--- src/rtl/quad_counter_params.svh ---
// Behaviour
// - reset clears position counter, position latch and returns inhibit logic to idle
// - reset acts asynchronously, without any clock edge
// - data port is driven only while the active-low output enable is low
// - inhibit logic samples output enable and byte select on falling clock edge
// - byte select 0 presents high byte, 1 presents low byte, combinationally
// - one decoder count pulse per valid quadrature state transition
// - direction output high while counting up, low while counting down
// - direction changes on the same rising clock edge on which the count or cascade pulse rises
// - cascade pulse on each overflow or underflow of the position counter
// - latch is read through the 8-bit port as two byte transfers
// - twelve-bit variant forces the upper four bits of the high byte to zero
// - filtered channel changes only after two equal consecutive rising-edge samples
// - count every edge of both channels; A leading B counts up
// - binary up/down counter, 12 or 16 bits wide
`ifndef QUAD_COUNTER_PARAMS_SVH
`define QUAD_COUNTER_PARAMS_SVH
`define QC_POS_WIDTH      16
`define QC_SMALL_WIDTH    12
`define QC_FILTER_STAGES  3
`define QC_POS_RESET      16'h0000
`define QC_SEL_HIGH       1'b0
`define QC_SEL_LOW        1'b1
`endif

--- src/rtl/quad_counter_pkg.sv ---
package quad_counter_pkg;
  // inhibit logic states
  typedef enum logic [1:0] {INH_IDLE, INH_HOLD, INH_RELEASE} inhibit_e;
  typedef logic [15:0] position_t;
endpackage

--- src/rtl/input_filter.sv ---
`timescale 1ns/1ps
`include "quad_counter_params.svh"
module input_filter
(
  input  wire logic core_clk_in,
  input  wire logic rst_n_in,
  input  wire logic raw_in,
  output logic      level_out
);
  // three sampling flops; first one feeds only the second
  logic [2:0] samp_r;
  logic       level_r;
  wire        agree = (samp_r[1] == samp_r[2]);

  // sample chain, rising edges
  always_ff @(posedge core_clk_in or negedge rst_n_in)
  begin
    if (!rst_n_in)
      samp_r <= 3'h0;
    else
      samp_r <= {samp_r[1:0], raw_in};
  end

  // level follows only when the last stages agree, rejecting short spikes
  always_ff @(posedge core_clk_in or negedge rst_n_in)
  begin
    if (!rst_n_in)
      level_r <= 1'b0;
    else if (agree)
      level_r <= samp_r[2];
  end

  assign level_out = level_r;

  a_filter_stable: assert property (@(posedge core_clk_in) disable iff (!rst_n_in)
    (level_r != $past(level_r)) |-> ($past(samp_r[2]) == $past(samp_r[1])))
    else $error("filtered level changed without stable samples");
endmodule // input_filter

--- src/rtl/quadrature_counter_bus_port.sv ---
`timescale 1ns/1ps
`include "quad_counter_params.svh"
module quadrature_counter_bus_port
#(
  parameter bit SMALL_COUNTER = 1'b0  // 1 selects the 12-bit variant
)
(
  input  wire logic       core_clk_in,
  input  wire logic       rst_n_in,
  input  wire logic       encoder_phase_a_in,
  input  wire logic       encoder_phase_b_in,
  input  wire logic       out_en_n_in,
  input  wire logic       byte_sel_in,
  output logic      [7:0] host_data_port_out,
  output logic      [7:0] host_data_port_oe_n_out,
  output logic            decoder_count_pulse_out,
  output logic            count_up_out,
  output logic            cascade_wrap_pulse_out
);
  logic                           filt_a;
  logic                           filt_b;
  logic                           prev_a_r;
  logic                           prev_b_r;
  quad_counter_pkg::position_t    count_r;
  quad_counter_pkg::position_t    count_nxt;
  quad_counter_pkg::position_t    latch_r;
  quad_counter_pkg::inhibit_e     inh_r;
  quad_counter_pkg::inhibit_e     inh_nxt;
  logic                           oe_n_fall_r;
  logic                           sel_fall_r;
  logic                           dcdr_r;
  logic                           cas_r;
  logic                           up_r;

  // one filter per channel
  input_filter u_filt_a
  (
    .core_clk_in (core_clk_in),
    .rst_n_in    (rst_n_in),
    .raw_in      (encoder_phase_a_in),
    .level_out   (filt_a)
  );

  input_filter u_filt_b
  (
    .core_clk_in (core_clk_in),
    .rst_n_in    (rst_n_in),
    .raw_in      (encoder_phase_b_in),
    .level_out   (filt_b)
  );

  // 4x decode: a change of exactly one filtered channel is one step
  wire a_chg   = filt_a ^ prev_a_r;
  wire b_chg   = filt_b ^ prev_b_r;
  wire step    = a_chg ^ b_chg;
  // a leading b: after an a edge, a differs from b; after a b edge, they match
  wire dir_up  = a_chg ? (filt_a != filt_b) : (filt_a == filt_b);
  wire [15:0] top_val = SMALL_COUNTER ? 16'h0fff : 16'hffff;
  wire at_top  = (count_r == top_val);
  wire at_zero = (count_r == 16'h0000);
  wire wrap    = step && (dir_up ? at_top : at_zero);

  // named next values keep the counter mux flat; the end points wrap instead
  // of spilling into bits that the 12-bit variant must keep at zero
  wire [15:0] count_inc = at_top ? 16'h0000 : count_r + 16'h0001;
  wire [15:0] count_dec = at_zero ? top_val : count_r - 16'h0001;

  // binary up/down counter, 12-bit variant wraps inside its own range
  assign count_nxt = !step ? count_r : (dir_up ? count_inc : count_dec);

  // decoder history, counter and direction
  always_ff @(posedge core_clk_in or negedge rst_n_in)
  begin
    if (!rst_n_in)
    begin
      prev_a_r <= 1'b0;
      prev_b_r <= 1'b0;
      count_r  <= `QC_POS_RESET;
      up_r     <= 1'b1;
    end
    else
    begin
      prev_a_r <= filt_a;
      prev_b_r <= filt_b;
      count_r  <= count_nxt;
      if (step)
        up_r <= dir_up;
    end
  end

  // pulses rise at the clock rise after the step and fall at the next clock rise;
  // direction is updated on that same edge, together with the pulse
  always_ff @(posedge core_clk_in or negedge rst_n_in)
  begin
    if (!rst_n_in)
    begin
      dcdr_r <= 1'b0;
      cas_r  <= 1'b0;
    end
    else
    begin
      dcdr_r <= step;
      cas_r  <= wrap;
    end
  end

  // negedge sampling of host controls for the inhibit logic
  always_ff @(negedge core_clk_in or negedge rst_n_in)
  begin
    if (!rst_n_in)
    begin
      oe_n_fall_r <= 1'b1;
      sel_fall_r  <= `QC_SEL_HIGH;
    end
    else
    begin
      oe_n_fall_r <= out_en_n_in;
      sel_fall_r  <= byte_sel_in;
    end
  end

  // inhibit sequence: freeze on enable, release after low byte and enable high
  always_comb
  begin
    inh_nxt = inh_r;
    case (inh_r)
      quad_counter_pkg::INH_IDLE:
        if (!oe_n_fall_r)
          inh_nxt = (sel_fall_r == `QC_SEL_LOW) ? quad_counter_pkg::INH_RELEASE
                                                : quad_counter_pkg::INH_HOLD;
      quad_counter_pkg::INH_HOLD:
        if (!oe_n_fall_r && sel_fall_r == `QC_SEL_LOW)
          inh_nxt = quad_counter_pkg::INH_RELEASE;
      quad_counter_pkg::INH_RELEASE:
        if (oe_n_fall_r)
          inh_nxt = quad_counter_pkg::INH_IDLE;
      default:
        inh_nxt = quad_counter_pkg::INH_IDLE;
    endcase
  end

  wire inhibit = (inh_r != quad_counter_pkg::INH_IDLE) || !oe_n_fall_r;

  // inhibit state and latch, both on the rising edge
  always_ff @(posedge core_clk_in or negedge rst_n_in)
  begin
    if (!rst_n_in)
    begin
      inh_r   <= quad_counter_pkg::INH_IDLE;
      latch_r <= `QC_POS_RESET;
    end
    else
    begin
      inh_r <= inh_nxt;
      if (!inhibit)
        latch_r <= count_r;
    end
  end

  // byte steering is combinational from select; masking covers the small variant
  wire [7:0] high_byte = SMALL_COUNTER ? {4'h0, latch_r[11:8]} : latch_r[15:8];
  wire [7:0] low_byte  = latch_r[7:0];
  assign host_data_port_out      = (byte_sel_in == `QC_SEL_HIGH) ? high_byte : low_byte;
  assign host_data_port_oe_n_out = {8{out_en_n_in}};
  assign decoder_count_pulse_out = dcdr_r;
  assign cascade_wrap_pulse_out  = cas_r;
  assign count_up_out            = up_r;


  // drive enable of the port follows the host enable pin
  a_drive_enable: assert property (@(posedge core_clk_in) disable iff (!rst_n_in)
    host_data_port_oe_n_out == {8{out_en_n_in}})
    else $error("data port drive does not follow output enable");

  // select 0 shows the high byte
  a_byte_steer: assert property (@(posedge core_clk_in) disable iff (!rst_n_in)
    (byte_sel_in == 1'b0) |-> host_data_port_out == high_byte)
    else $error("high byte not presented for select 0");

  // select 1 shows the low byte of the latch
  a_low_steer: assert property (@(posedge core_clk_in) disable iff (!rst_n_in)
    (byte_sel_in == 1'b1) |-> host_data_port_out == latch_r[7:0])
    else $error("low byte not presented for select 1");

  // full-width variant shows latch bits 15 to 8 as the high byte
  a_high_full: assert property (@(posedge core_clk_in) disable iff (!rst_n_in)
    (!SMALL_COUNTER && byte_sel_in == 1'b0) |-> host_data_port_out == latch_r[15:8])
    else $error("high byte does not hold latch bits 15 to 8");

  // small variant never sets the upper nibble of the counter or the high byte
  a_small_mask: assert property (@(posedge core_clk_in) disable iff (!rst_n_in)
    SMALL_COUNTER |-> (count_r[15:12] == 4'h0 && high_byte[7:4] == 4'h0))
    else $error("upper bits nonzero in small variant");

  // the latch of the small variant stays inside twelve bits too
  a_small_latch: assert property (@(posedge core_clk_in) disable iff (!rst_n_in)
    SMALL_COUNTER |-> latch_r[15:12] == 4'h0)
    else $error("latch upper bits nonzero in small variant");

  // while reset is held every edge sees the cleared state
  a_reset_clear: assert property (@(posedge core_clk_in)
    !rst_n_in |-> (count_r == 16'h0000 && latch_r == 16'h0000
                   && inh_r == quad_counter_pkg::INH_IDLE))
    else $error("state not cleared under reset");

  // every decoded step gives one pulse on the next edge
  a_count_pulse: assert property (@(posedge core_clk_in) disable iff (!rst_n_in)
    step |=> decoder_count_pulse_out)
    else $error("no count pulse after decoder step");

  // no pulse without a step behind it
  a_pulse_cause: assert property (@(posedge core_clk_in) disable iff (!rst_n_in)
    decoder_count_pulse_out |-> $past(step))
    else $error("count pulse without decoder step");

  // counting up away from the top end
  a_count_value: assert property (@(posedge core_clk_in) disable iff (!rst_n_in)
    (step && dir_up && !wrap) |=> count_r == $past(count_r) + 16'h0001)
    else $error("counter did not increment");

  // counting down away from zero
  a_count_down: assert property (@(posedge core_clk_in) disable iff (!rst_n_in)
    (step && !dir_up && !wrap) |=> count_r == $past(count_r) - 16'h0001)
    else $error("counter did not decrement");

  // no step, no change: illegal double changes are dropped here
  a_count_hold: assert property (@(posedge core_clk_in) disable iff (!rst_n_in)
    !step |=> $stable(count_r))
    else $error("counter moved without a step");

  // overflow lands on zero
  a_wrap_zero: assert property (@(posedge core_clk_in) disable iff (!rst_n_in)
    (wrap && dir_up) |=> count_r == 16'h0000)
    else $error("overflow did not land on zero");

  // underflow lands on the top value of the variant
  a_wrap_top: assert property (@(posedge core_clk_in) disable iff (!rst_n_in)
    (wrap && !dir_up) |=> count_r == top_val)
    else $error("underflow did not land on top value");

  // direction takes the decoded sense at the step edge
  a_dir_follow: assert property (@(posedge core_clk_in) disable iff (!rst_n_in)
    step |=> count_up_out == $past(dir_up))
    else $error("direction does not follow decoded sense");

  // direction only moves on a step
  a_dir_hold: assert property (@(posedge core_clk_in) disable iff (!rst_n_in)
    !step |=> $stable(count_up_out))
    else $error("direction moved without a step");

  // direction was set at the step edge, the same edge on which the pulse rises
  a_dir_before: assert property (@(posedge core_clk_in) disable iff (!rst_n_in)
    $rose(decoder_count_pulse_out) |-> $past(step) && count_up_out == $past(dir_up))
    else $error("direction not settled at pulse");

  // same check at the edge on which the cascade pulse rises
  a_cas_dir: assert property (@(posedge core_clk_in) disable iff (!rst_n_in)
    $rose(cascade_wrap_pulse_out) |-> $past(step) && count_up_out == $past(dir_up))
    else $error("direction not settled at cascade pulse");

  // every wrap gives a cascade pulse
  a_cas_pulse: assert property (@(posedge core_clk_in) disable iff (!rst_n_in)
    wrap |=> cascade_wrap_pulse_out)
    else $error("no cascade pulse after wrap");

  // and a cascade pulse only follows a wrap
  a_cascade_wrap: assert property (@(posedge core_clk_in) disable iff (!rst_n_in)
    cascade_wrap_pulse_out |-> $past(step) && ($past(count_r) == 16'h0000 || $past(count_r) == top_val))
    else $error("cascade pulse without wrap");

  // host controls are captured on the falling edge; the edge after reset is skipped
  a_fall_sample: assert property (@(negedge core_clk_in) disable iff (!rst_n_in)
    $past(rst_n_in) |-> (oe_n_fall_r == $past(out_en_n_in)
                        && sel_fall_r == $past(byte_sel_in)))
    else $error("host controls not captured on falling edge");

  // enable with high byte selected starts the hold
  a_inh_start: assert property (@(posedge core_clk_in) disable iff (!rst_n_in)
    (inh_r == quad_counter_pkg::INH_IDLE && !oe_n_fall_r && sel_fall_r == `QC_SEL_HIGH)
    |=> inh_r == quad_counter_pkg::INH_HOLD)
    else $error("hold not entered on enable");

  // hold stays until the low byte is seen
  a_inh_keep: assert property (@(posedge core_clk_in) disable iff (!rst_n_in)
    (inh_r == quad_counter_pkg::INH_HOLD && sel_fall_r == `QC_SEL_HIGH)
    |=> inh_r == quad_counter_pkg::INH_HOLD)
    else $error("hold left before low byte");

  // low byte under enable moves on to release
  a_inh_low: assert property (@(posedge core_clk_in) disable iff (!rst_n_in)
    (inh_r == quad_counter_pkg::INH_HOLD && !oe_n_fall_r && sel_fall_r == `QC_SEL_LOW)
    |=> inh_r == quad_counter_pkg::INH_RELEASE)
    else $error("release not entered after low byte");

  // enable high ends the read
  a_inh_end: assert property (@(posedge core_clk_in) disable iff (!rst_n_in)
    (inh_r == quad_counter_pkg::INH_RELEASE && oe_n_fall_r)
    |=> inh_r == quad_counter_pkg::INH_IDLE)
    else $error("inhibit not back to idle");

  // latch frozen through the whole read
  a_latch_freeze: assert property (@(posedge core_clk_in) disable iff (!rst_n_in)
    $past(inhibit) |-> $stable(latch_r))
    else $error("latch changed while inhibited");

  // latch tracks the counter otherwise
  a_latch_follow: assert property (@(posedge core_clk_in) disable iff (!rst_n_in)
    !$past(inhibit) |-> latch_r == $past(count_r))
    else $error("latch not reloaded");
endmodule // quadrature_counter_bus_port

--- config.mk ---
export PLATFORM = sky130hd
export DESIGN_NAME = quadrature_counter_bus_port
export DESIGN_NICKNAME = d
export VERILOG_FILES = /design/src/rtl/quad_counter_pkg.sv /design/src/rtl/input_filter.sv /design/src/rtl/quadrature_counter_bus_port.sv
export VERILOG_INCLUDE_DIRS = /design/src /design/src/rtl
export SDC_FILE = /design/constraint.sdc
export NUM_CORES = 1
export LEC_CHECK = 0
export BUFFER_PORTS_ARGS = -buffer_cell sky130_fd_sc_hd__buf_4
export CORE_UTILIZATION = 50
export CTS_CLUSTER_SIZE = 10
export DETAILED_ROUTE_END_ITERATION = 12
export PLACE_DENSITY_LB_ADDON = 0.15
export SYNTH_ARGS = -nofsm -noshare
export SYNTH_HDL_FRONTEND = slang
export SYNTH_SLANG_ARGS = --single-unit
--- constraint.sdc ---
create_clock -name core_clk_in -period 2.45 [get_ports core_clk_in]
set_clock_uncertainty 0.15 [all_clocks]
set_input_delay 0.3675 -clock core_clk_in [delete_from_list [all_inputs] [get_ports core_clk_in]]
set_output_delay 0.3675 -clock core_clk_in [all_outputs]
set_load 0.02 [all_outputs]
==> impl_metrics.toml, run 1 <==
[synth]
ys_async_sr_fraction = 1.00
ys_seq_elements = 49
synth_edf_count = 0
ys_seq_area_frac = 0.442
syn_area_per_cell_um2 = 10.3
synthCells = 270
syn_nets = 279
synth_cell_types = 55
ys.flop_type = "dfrtp_1"
ys_warn_count = 0
syn_area_mm2 = 0.00278

[routing]
postRouteWirelength_mm = 6.39
wl_per_cell_um = 17.5
postRouteAntennaNets = 0
via_count = 2197
post-route-drc-count = 0
drtIter0Drc = 236
avgViaCountPerCell = 6.00
dr.pass1.iters = 4

[setup_path]
worstSetupPathType = "flop to flop"
arrival_ns = 2.82
cp_max_fo = 8
cp-start-kind = "flop"
cp-end-kind = "flop"
worstRegToRegCells = 3
worstPathRequired_ns = 2.48

[clock_network]
cts.clk_slew.worst_paths_ns = 0.08
clock_sinks = 49
root_buffer = "clkbuf_8"
htreeDepth = 2
cts_buffer_depth = 2
clk_latency_ns = 0.34
cts_tree = "built"
cts_made_buffers = 5

[sta]
relSlewSlack = 0.600
tns_ns = -5.24
tightest_slew_ns = 0.594
rsz0062_at_grt = "true"
hold_viol = 0
drv_slew = 0
setup_viol = 17
worst_slack_ns = -0.337
holdWs_ns = 0.0275

[placed_design]
pre_cts_ws_ns = -0.310
gp_congestion = 0.891
dp.cells = 354
numPortBuffers = 24
dp_hpwl_mm = 4.52

[global_route]
grt_start_max_net_pins = 46
grt_pass1_vias = 2114
track_usage = 0.234
grt_pass1_wl_mm = 10.6
grt.overflow.total = 0
antenna_found_initial = 0

[finish]
drive_gt1_frac = 0.301
syn_to_final_growth_pct = 16.0
nets = 304
n_antenna_cell = 0
final_cells = 366

[floorplanning]
dieArea_mm2 = 0.00587
core_mm2 = 0.00524
ios = 25
dieWidth_um = 76.6
die_y_um = 76.6
start_util = 0.531
rows = 26

[job]
max-cap-violations = 0

[pwr]
p_per_area_mw_per_mm2 = 1040
finalPower_uw = 3370
power_leakage_uw = 0.00137
peakVddDrop_mv = 0.563

[outcome]
outcome = "finished, violations left"
violations = "negative setup slack"

[worst_hold_path]
min_path_cells = 1
hold_path.class = "input pin to flop"
-- stage by stage --
stage                     area, µm²  utilization
after floorplan                2790            -
after global placement         2990        0.571
after detailed placement       2990        0.571
after CTS                      3180        0.607
after global routing           3230        0.616
final                          3230        0.616
-- cell usage in the layout, fill, tap and decap left out, types with 3 or more instances in the layout --
master	count
xor2_1	6
or3_1	3
nor4_1	7
and2_1	3
o211ai_1	3
a31oi_1	5
o21ai_0	14
nor3_1	9
and4_1	5
buf_4	42
nand2_1	17
dfrtp_1	46
ha_1	3
o31a_1	3
inv_1	8
o21a_1	4
o22ai_1	3
nand4_1	7
mux2_4	16
a21oi_1	11
mux2_2	8
clkbuf_8	5
nand3_1	11
nor2_1	12
maj3_1	3
xnor2_1	4
-- Yosys cell counts, drive strengths merged (4+ instances only) --
| cell type | count | area (µm²) |
|---|---|---|
| dfrtp | 46 | 1150 |
| mux2 | 24 | 270 |
| nand2 | 17 | 63.8 |
| buf | 16 | 136 |
| o21ai | 14 | 70.1 |
| nor2 | 13 | 51.3 |
| clkbuf | 12 | 65.1 |
| a21oi | 11 | 55.1 |
| nand3 | 11 | 55.1 |
| nor3 | 10 | 55.1 |
| inv | 8 | 30.0 |
| nor4 | 8 | 65.1 |
| and4 | 7 | 63.8 |
| nand4 | 7 | 43.8 |
| xor2 | 6 | 52.6 |
| a31oi | 5 | 31.3 |
| o21a | 4 | 30.0 |
| xnor2 | 4 | 35.0 |
-- timing repair --
action | CTS | global route
setup endpoints to repair | 16 | 17
resized for setup | 10 | 8
hold endpoints to repair | 2 | 1
hold buffers | 1 | 1
setup buffers | 1 | 1
-- state kept, by name (all words and copies together), names as in the netlist, 2 cells and up --
| name | cells |
|---|---|
| count_r | 16 |
| latch_r | 16 |
| u_filt_a.samp_r | 3 |
| u_filt_b.samp_r | 3 |
| inh_r | 2 |
-- worst max-delay path: stages, from the launching register on --
cell and delay [ns]:
dfstp_2 0.52, nor3b_4 0.22, buf_6 0.20, mux2_4 0.31
-- layer usage --
layer / share of wire / global-route usage / vias to the layer above
li1: - / - / 1029
met1: 0.45 / 0.331 / 1075
met2: 0.47 / 0.359 / 84
met3: 0.070 / 0.0383 / 9
met4: 0.013 / 0.0865 / 0
met5: 0 / 0 / -
-- cell families after synthesis --
logic type	synth area share
DFF	0.442
xor gates and xnor gates	0.0315
muxes	0.101
and+or+nand+nor	0.183
buffers and inverters	0.0832
adders and majority gates	0.0243
AOI/OAI and AO/OA	0.135
-- path summary, 6_finish.rpt --
| kind | start | slack [ns] | to |
|---|---|---|---|
| worst max-delay path | oe_n_fall_r | -0.34 | latch_r[7] |
| worst min-delay path | encoder_phase_a_in | 0.03 | u_filt_a.samp_r[0] |
| worst max register to register | oe_n_fall_r | -0.34 | latch_r[7] |
| worst min register to register | u_filt_b.samp_r[0] | 0.20 | u_filt_b.samp_r[1] |
| max in group asynchronous | rst_n_in | 0.49 | oe_n_fall_r |
| min in group asynchronous | rst_n_in | 0.27 | inh_r[0] |
-- layout make-up --
class / instances / area (µm²)
clock buffers: 5 / 68.8
fillers: 439 / 2010
well taps: 70 / 87.6
repair buffers: 46 / 358
inverters: 7 / 26.3
multi-input cells: 185 / 1390
flip-flops and latches: 49 / 1230
clock inverters: 4 / 68.8
-- power breakdown --
| part | internal [µW] | switching (µW) | leakage [µW] | total, µW |
|---|---|---|---|---|
| logic | 650 | 717 | 0.000698 | 1370 |
| registers | 1050 | 283 | 0.000602 | 1330 |
| clock network | 407 | 262 | 0.0000735 | 669 |
No activity file was read; power rests on OpenSTA's default activity.
==> inputs of run 2 (changes only) <==
--- a/config.mk
+++ b/config.mk
@@ -6,6 +6,7 @@
 export SDC_FILE = /design/constraint.sdc
 export NUM_CORES = 1
 export LEC_CHECK = 0
+export ABC_AREA = 1
 export BUFFER_PORTS_ARGS = -buffer_cell sky130_fd_sc_hd__buf_4
 export CORE_UTILIZATION = 50
 export CTS_CLUSTER_SIZE = 10
==> impl_metrics.toml, run 2 <==
[sta]
rsz0062_at_grt = "true"
setup_viol = 0
holdWs_ns = 0.203
tns_ns = 0
relSlewSlack = 0.736
tightest_slew_ns = 0.396
drv_slew = 0
hold_viol = 0

[floorplanning]
die_y_um = 79.9
dieWidth_um = 79.9
rows = 28
dieArea_mm2 = 0.00639
ios = 25
core_mm2 = 0.00589
start_util = 0.516

[global_route]
track_usage = 0.234
grt_pass1_vias = 2367
grt.overflow.total = 0
grt_start_max_net_pins = 33
antenna_found_initial = 0
grt_pass1_wl_mm = 11.4

[routing]
post-route-drc-count = 0
postRouteWirelength_mm = 6.90
avgViaCountPerCell = 5.33
via_count = 2663
drtIter0Drc = 261
dr.pass1.iters = 5
postRouteAntennaNets = 0
wl_per_cell_um = 13.8

[setup_path]
cp-start-kind = "flop"
worstSetupPathType = "flop to flop"
worstPathRequired_ns = 2.49
arrival_ns = 2.48
cp_slowest_cell = "dfstp_2"
slowest_delay_ns = 0.52
path_cells = "nand3_2 -> buf_12 -> nand2_1 -> o21ai_0"
cp-end-kind = "flop"
cp_max_fo = 32

[clock_network]
clk_latency_ns = 0.36
clock_sinks = 49
htreeDepth = 2
root_buffer = "clkbuf_8"
cts_made_buffers = 5
cts_buffer_depth = 2
cts_tree = "built"
cts.clk_slew.worst_paths_ns = 0.09

[finish]
final_cell_mix = "nand2_1, dfrtp_1, nor2_1, nand3_1, inv_1"
top_regs = "count_r x16, latch_r x16"
final_util = 0.565
syn_to_final_growth_pct = 9.48
final_common_cell = "nand2_1"
final_cells = 500
n_antenna_cell = 0
drive_gt1_frac = 0.158
nets = 433
fillers = 582

[synth]
ys_warn_count = 0
ys_top_cells_by_area = "dfrtp_1, nand2_1, nand3_1"
syn_nets = 419
ys_seq_elements = 49
syn_area_mm2 = 0.00304
synth_cell_types = 34
synth_top_area_frac = 0.379
ys.flop_type = "dfrtp_1"
synthCells = 410
synth_common_cells = "nand2_1, dfrtp_1, nor2_1"
yosys.cell_count.top_type = "nand2_1"
syn_area_per_cell_um2 = 7.40
yosysTopAreaCell = "dfrtp_1"
ys_async_sr_fraction = 1.00
ys_seq_area_frac = 0.405
synth_edf_count = 0

[pwr]
power_leakage_uw = 0.00165
comb_power_share = 0.445
p_sw_uw = 1590
internal_power_uw = 1970
p_per_area_mw_per_mm2 = 1070
clkPwrFrac = 0.166
finalPower_uw = 3560
peakVddDrop_mv = 0.507
swShare = 0.448
seqPwrFrac = 0.389

[placed_design]
dp.cells = 489
gp_congestion = 0.944
numPortBuffers = 24
dp_hpwl_mm = 5.14

[outcome]
outcome = "finished clean"

[worst_hold_path]
hold_path.class = "flop to flop"

[job]
max-cap-violations = 0
==> run 2: changes by cell type after synthesis, sizes merged, moves of 8 or more <==
cell / change
nor3: -9
nor2: +35
mux2: -16
inv: +32
o21ai: +21
nor4: -8
nand2: +116
nand3: +27
==> run 2: what timing repair did <==
item                       in CTS  in global routing
hold endpoints to repair       48                  0
setup endpoints to repair      16                 16
pin swaps                       0                  1
buffers inserted                0                  0
hold buffers                    3                  0
gates resized for setup         3                  1
==> run 2: critical path: cells and delay by family (launching register included) <==
family / cells / cell delay (ns)
flops: 1 / 0.52
buf+inv: 1 / 0.17
compound gates: 1 / 0.07
simple gates: 2 / 0.14
==> run 2: area by class of cell <==
cell class,instances,area [µm²],share of cell area
Clock buffer,5,68.8,0.0207
Clock inverter,4,47.5,0.0143
Inverter,39,149,0.0448
Multi-Input combinational cell,298,1490,0.448
Sequential cell,49,1230,0.370
Tap cell,75,93.8,0.0282
Timing Repair Buffer,30,245,0.0738
==> run 2: kinds of logic (layout without fill, tap and decap cells) <==
logic type	Yosys count	in the layout	synth area share
simple gates	233	233	0.339
buf+inv	63	78	0.106
flops	49	49	0.405
compound gates	45	45	0.0816
mux	8	8	0.0297
xor+xnor	7	7	0.0202
fa+ha+maj	5	5	0.0190
==> run 2: worst paths after layout <==
path	end	startpoint	slack (ns)	cells past startpoint
setup / recovery	latch_r[14]	oe_n_fall_r	0.01	4
hold / removal	u_filt_b.samp_r[1]	u_filt_b.samp_r[0]	0.20	0
setup reg to reg	latch_r[14]	oe_n_fall_r	0.01	4
hold reg to reg	u_filt_b.samp_r[1]	u_filt_b.samp_r[0]	0.20	0
max in group asynchronous	oe_n_fall_r	rst_n_in	0.55	2
min in group asynchronous	inh_r[0]	rst_n_in	0.45	3
==> run 2: through the flow <==
step / instance area (µm²) / setup WS [ns]
6_report: 3320 / 0.0126
5_1_grt: 3320 / -0.0924
2_1_floorplan: 3040 / 0.00228
3_3_place_gp: 3180 / 0.0209
3_5_place_dp: 3180 / -0.0143
4_1_cts: 3320 / -0.00863
==> run 2: power by group through the flow <==
stage | Combinational [µW] | Clock, µW | Sequential [µW]
floorplan | 1340 | 5.11 | 1230
global placement | 1540 | 5.11 | 1390
detailed placement | 1560 | 5.11 | 1390
CTS | 1580 | 616 | 1380
global route | 1780 | 649 | 1420
finish | 1590 | 590 | 1380
==> run 2: per-layer routing <==
metal	global-route usage	vias up	wire, µm
met5	0	-	0
met4	0.0643	0	120
met3	0.0389	11	452
met2	0.371	94	3090
met1	0.329	1229	3240
li1	-	1329	-
==> inputs of run 3 (changes only) <==
--- a/config.mk
+++ b/config.mk
@@ -12,6 +12,7 @@
 export CTS_CLUSTER_SIZE = 10
 export DETAILED_ROUTE_END_ITERATION = 12
 export PLACE_DENSITY_LB_ADDON = 0.15
+export RECOVER_POWER = 50
 export SYNTH_ARGS = -nofsm -noshare
 export SYNTH_HDL_FRONTEND = slang
 export SYNTH_SLANG_ARGS = --single-unit
==> impl_metrics.toml, run 3 (same netlist as run 2, synthesis figures left out) <==
[outcome]
outcome = "finished clean"

[routing]
wl_met1_mm = 3.20
postRouteAntennaNets = 0
dr_wl_met2_mm = 3.07
post-route-drc-count = 0
drtIter0Drc = 261
via_count = 2664
postRouteWirelength_mm = 6.88
wl_met3_um = 489
avgViaCountPerCell = 5.33
wl_per_cell_um = 13.8
dr.max_layer_used = "met4"
dr.pass1.iters = 5

[clock_network]
clock_sinks = 49
cts_made_buffers = 5
cts_buffer_depth = 2
clk_latency_ns = 0.36
htreeDepth = 2
cts_tree = "built"
post_cts_buffers = 0
root_buffer = "clkbuf_8"
cts.clk_slew.worst_paths_ns = 0.09

[finish]
final_cell_mix = "nand2_1, dfrtp_1, nor2_1, nand3_1, inv_1"
n_antenna_cell = 0
final_util = 0.563
syn_to_final_growth_pct = 9.11
final_common_cell = "nand2_1"
fillers = 583
nets = 433
top_regs = "count_r x16, latch_r x16"
multi_input_area_mm2 = 0.00149
drive_gt1_frac = 0.151
regArea_mm2 = 0.00123

[global_route]
grt_pass1_vias = 2367
grt_start_max_net_pins = 33
grt_pass1_wl_mm = 11.4
antenna_found_initial = 0
track_usage = 0.234
grt.overflow.total = 0

[sta]
hold_viol = 0
rsz0062_at_grt = "true"
holdWs_ns = 0.203
setup_viol = 0
tightest_slew_ns = 1.26
worst_slack_ns = 0.0124
drv_slew = 0
relSlewSlack = 0.161

[floorplanning]
die_y_um = 79.9
rows = 28
start_util = 0.516
ios = 25
dieArea_mm2 = 0.00639
dieWidth_um = 79.9
core_mm2 = 0.00589

[placed_design]
pre_cts_ws_ns = -0.0143
numPortBuffers = 24
gp_congestion = 0.944
dp_hpwl_mm = 5.14

[setup_path]
path_cells = "nand3_2 -> buf_12 -> nand2_1 -> o21ai_0"
cp_slowest_cell = "dfstp_2"
timing.rr.start = "oe_n_fall_r"
cp_num_buf_inv = 1
critPathLaunch = "oe_n_fall_r"
cp_max_fo = 32
cp-start-kind = "flop"
arrival_ns = 2.48
worstSetupPathType = "flop to flop"
path_delay_family = "flip-flops"
cp-end-kind = "flop"
worstPathRequired_ns = 2.49
slowest_delay_ns = 0.52

[job]
max-cap-violations = 0

[pwr]
peakVddDrop_mv = 0.506
finalPower_uw = 3560
p_per_area_mw_per_mm2 = 1070
power_leakage_uw = 0.00164

[worst_hold_path]
hold_path.class = "flop to flop"
min_from = "u_filt_b.samp_r[0]"
run 3: changes by cell type in the layout (fill, tap and decap cells not counted):
cell,delta
clkbuf_4,+2
buf_4,-5
clkbuf_1,+3
run 3: worst paths after layout:
kind,to,slack [ns],cells past startpoint
max,latch_r[14],0.01,4
min,u_filt_b.samp_r[1],0.20,0
max reg2reg,latch_r[14],0.01,4
min reg2reg,u_filt_b.samp_r[1],0.20,0
max in group asynchronous,oe_n_fall_r,0.48,2
min in group asynchronous,inh_r[1],0.89,3
run 3: what timing repair did:
action,4_1_cts,5_1_grt
hold buffers,3,0
pin swaps,0,1
endpoints found under the setup margin,16,16
hold endpoints to repair,48,0
resized for setup,3,1
run 3: final cells by class:
type	count	area share
inverter	39	0.0450
timing repair buffer	30	0.0706
tap	75	0.0283
sequential	49	0.371
clock buffer	5	0.0208
clock inverter	4	0.0144
multi-input combinational	298	0.450
run 3: per-layer routing:
metal | GRT usage | vias to the layer above
met5 | 0 | -
met4 | 0.0643 | 0
met3 | 0.0389 | 11
met2 | 0.371 | 100
met1 | 0.329 | 1224
li1 | - | 1329
run 3: power by group:
part	internal, µW	total [µW]	switching [µW]
Combinational	592	1580	993
Sequential	1070	1380	317
Clock	307	589	282
run 3: per-stage QoR:
stage	TNS (ns)	instance area (µm²)	std cells
floorplan	0	3040	410
global route	-0.921	3310	500
finish	0	3310	500
detailed placement	-0.0220	3180	489
CTS	-0.0538	3320	500
global placement	0	3180	489
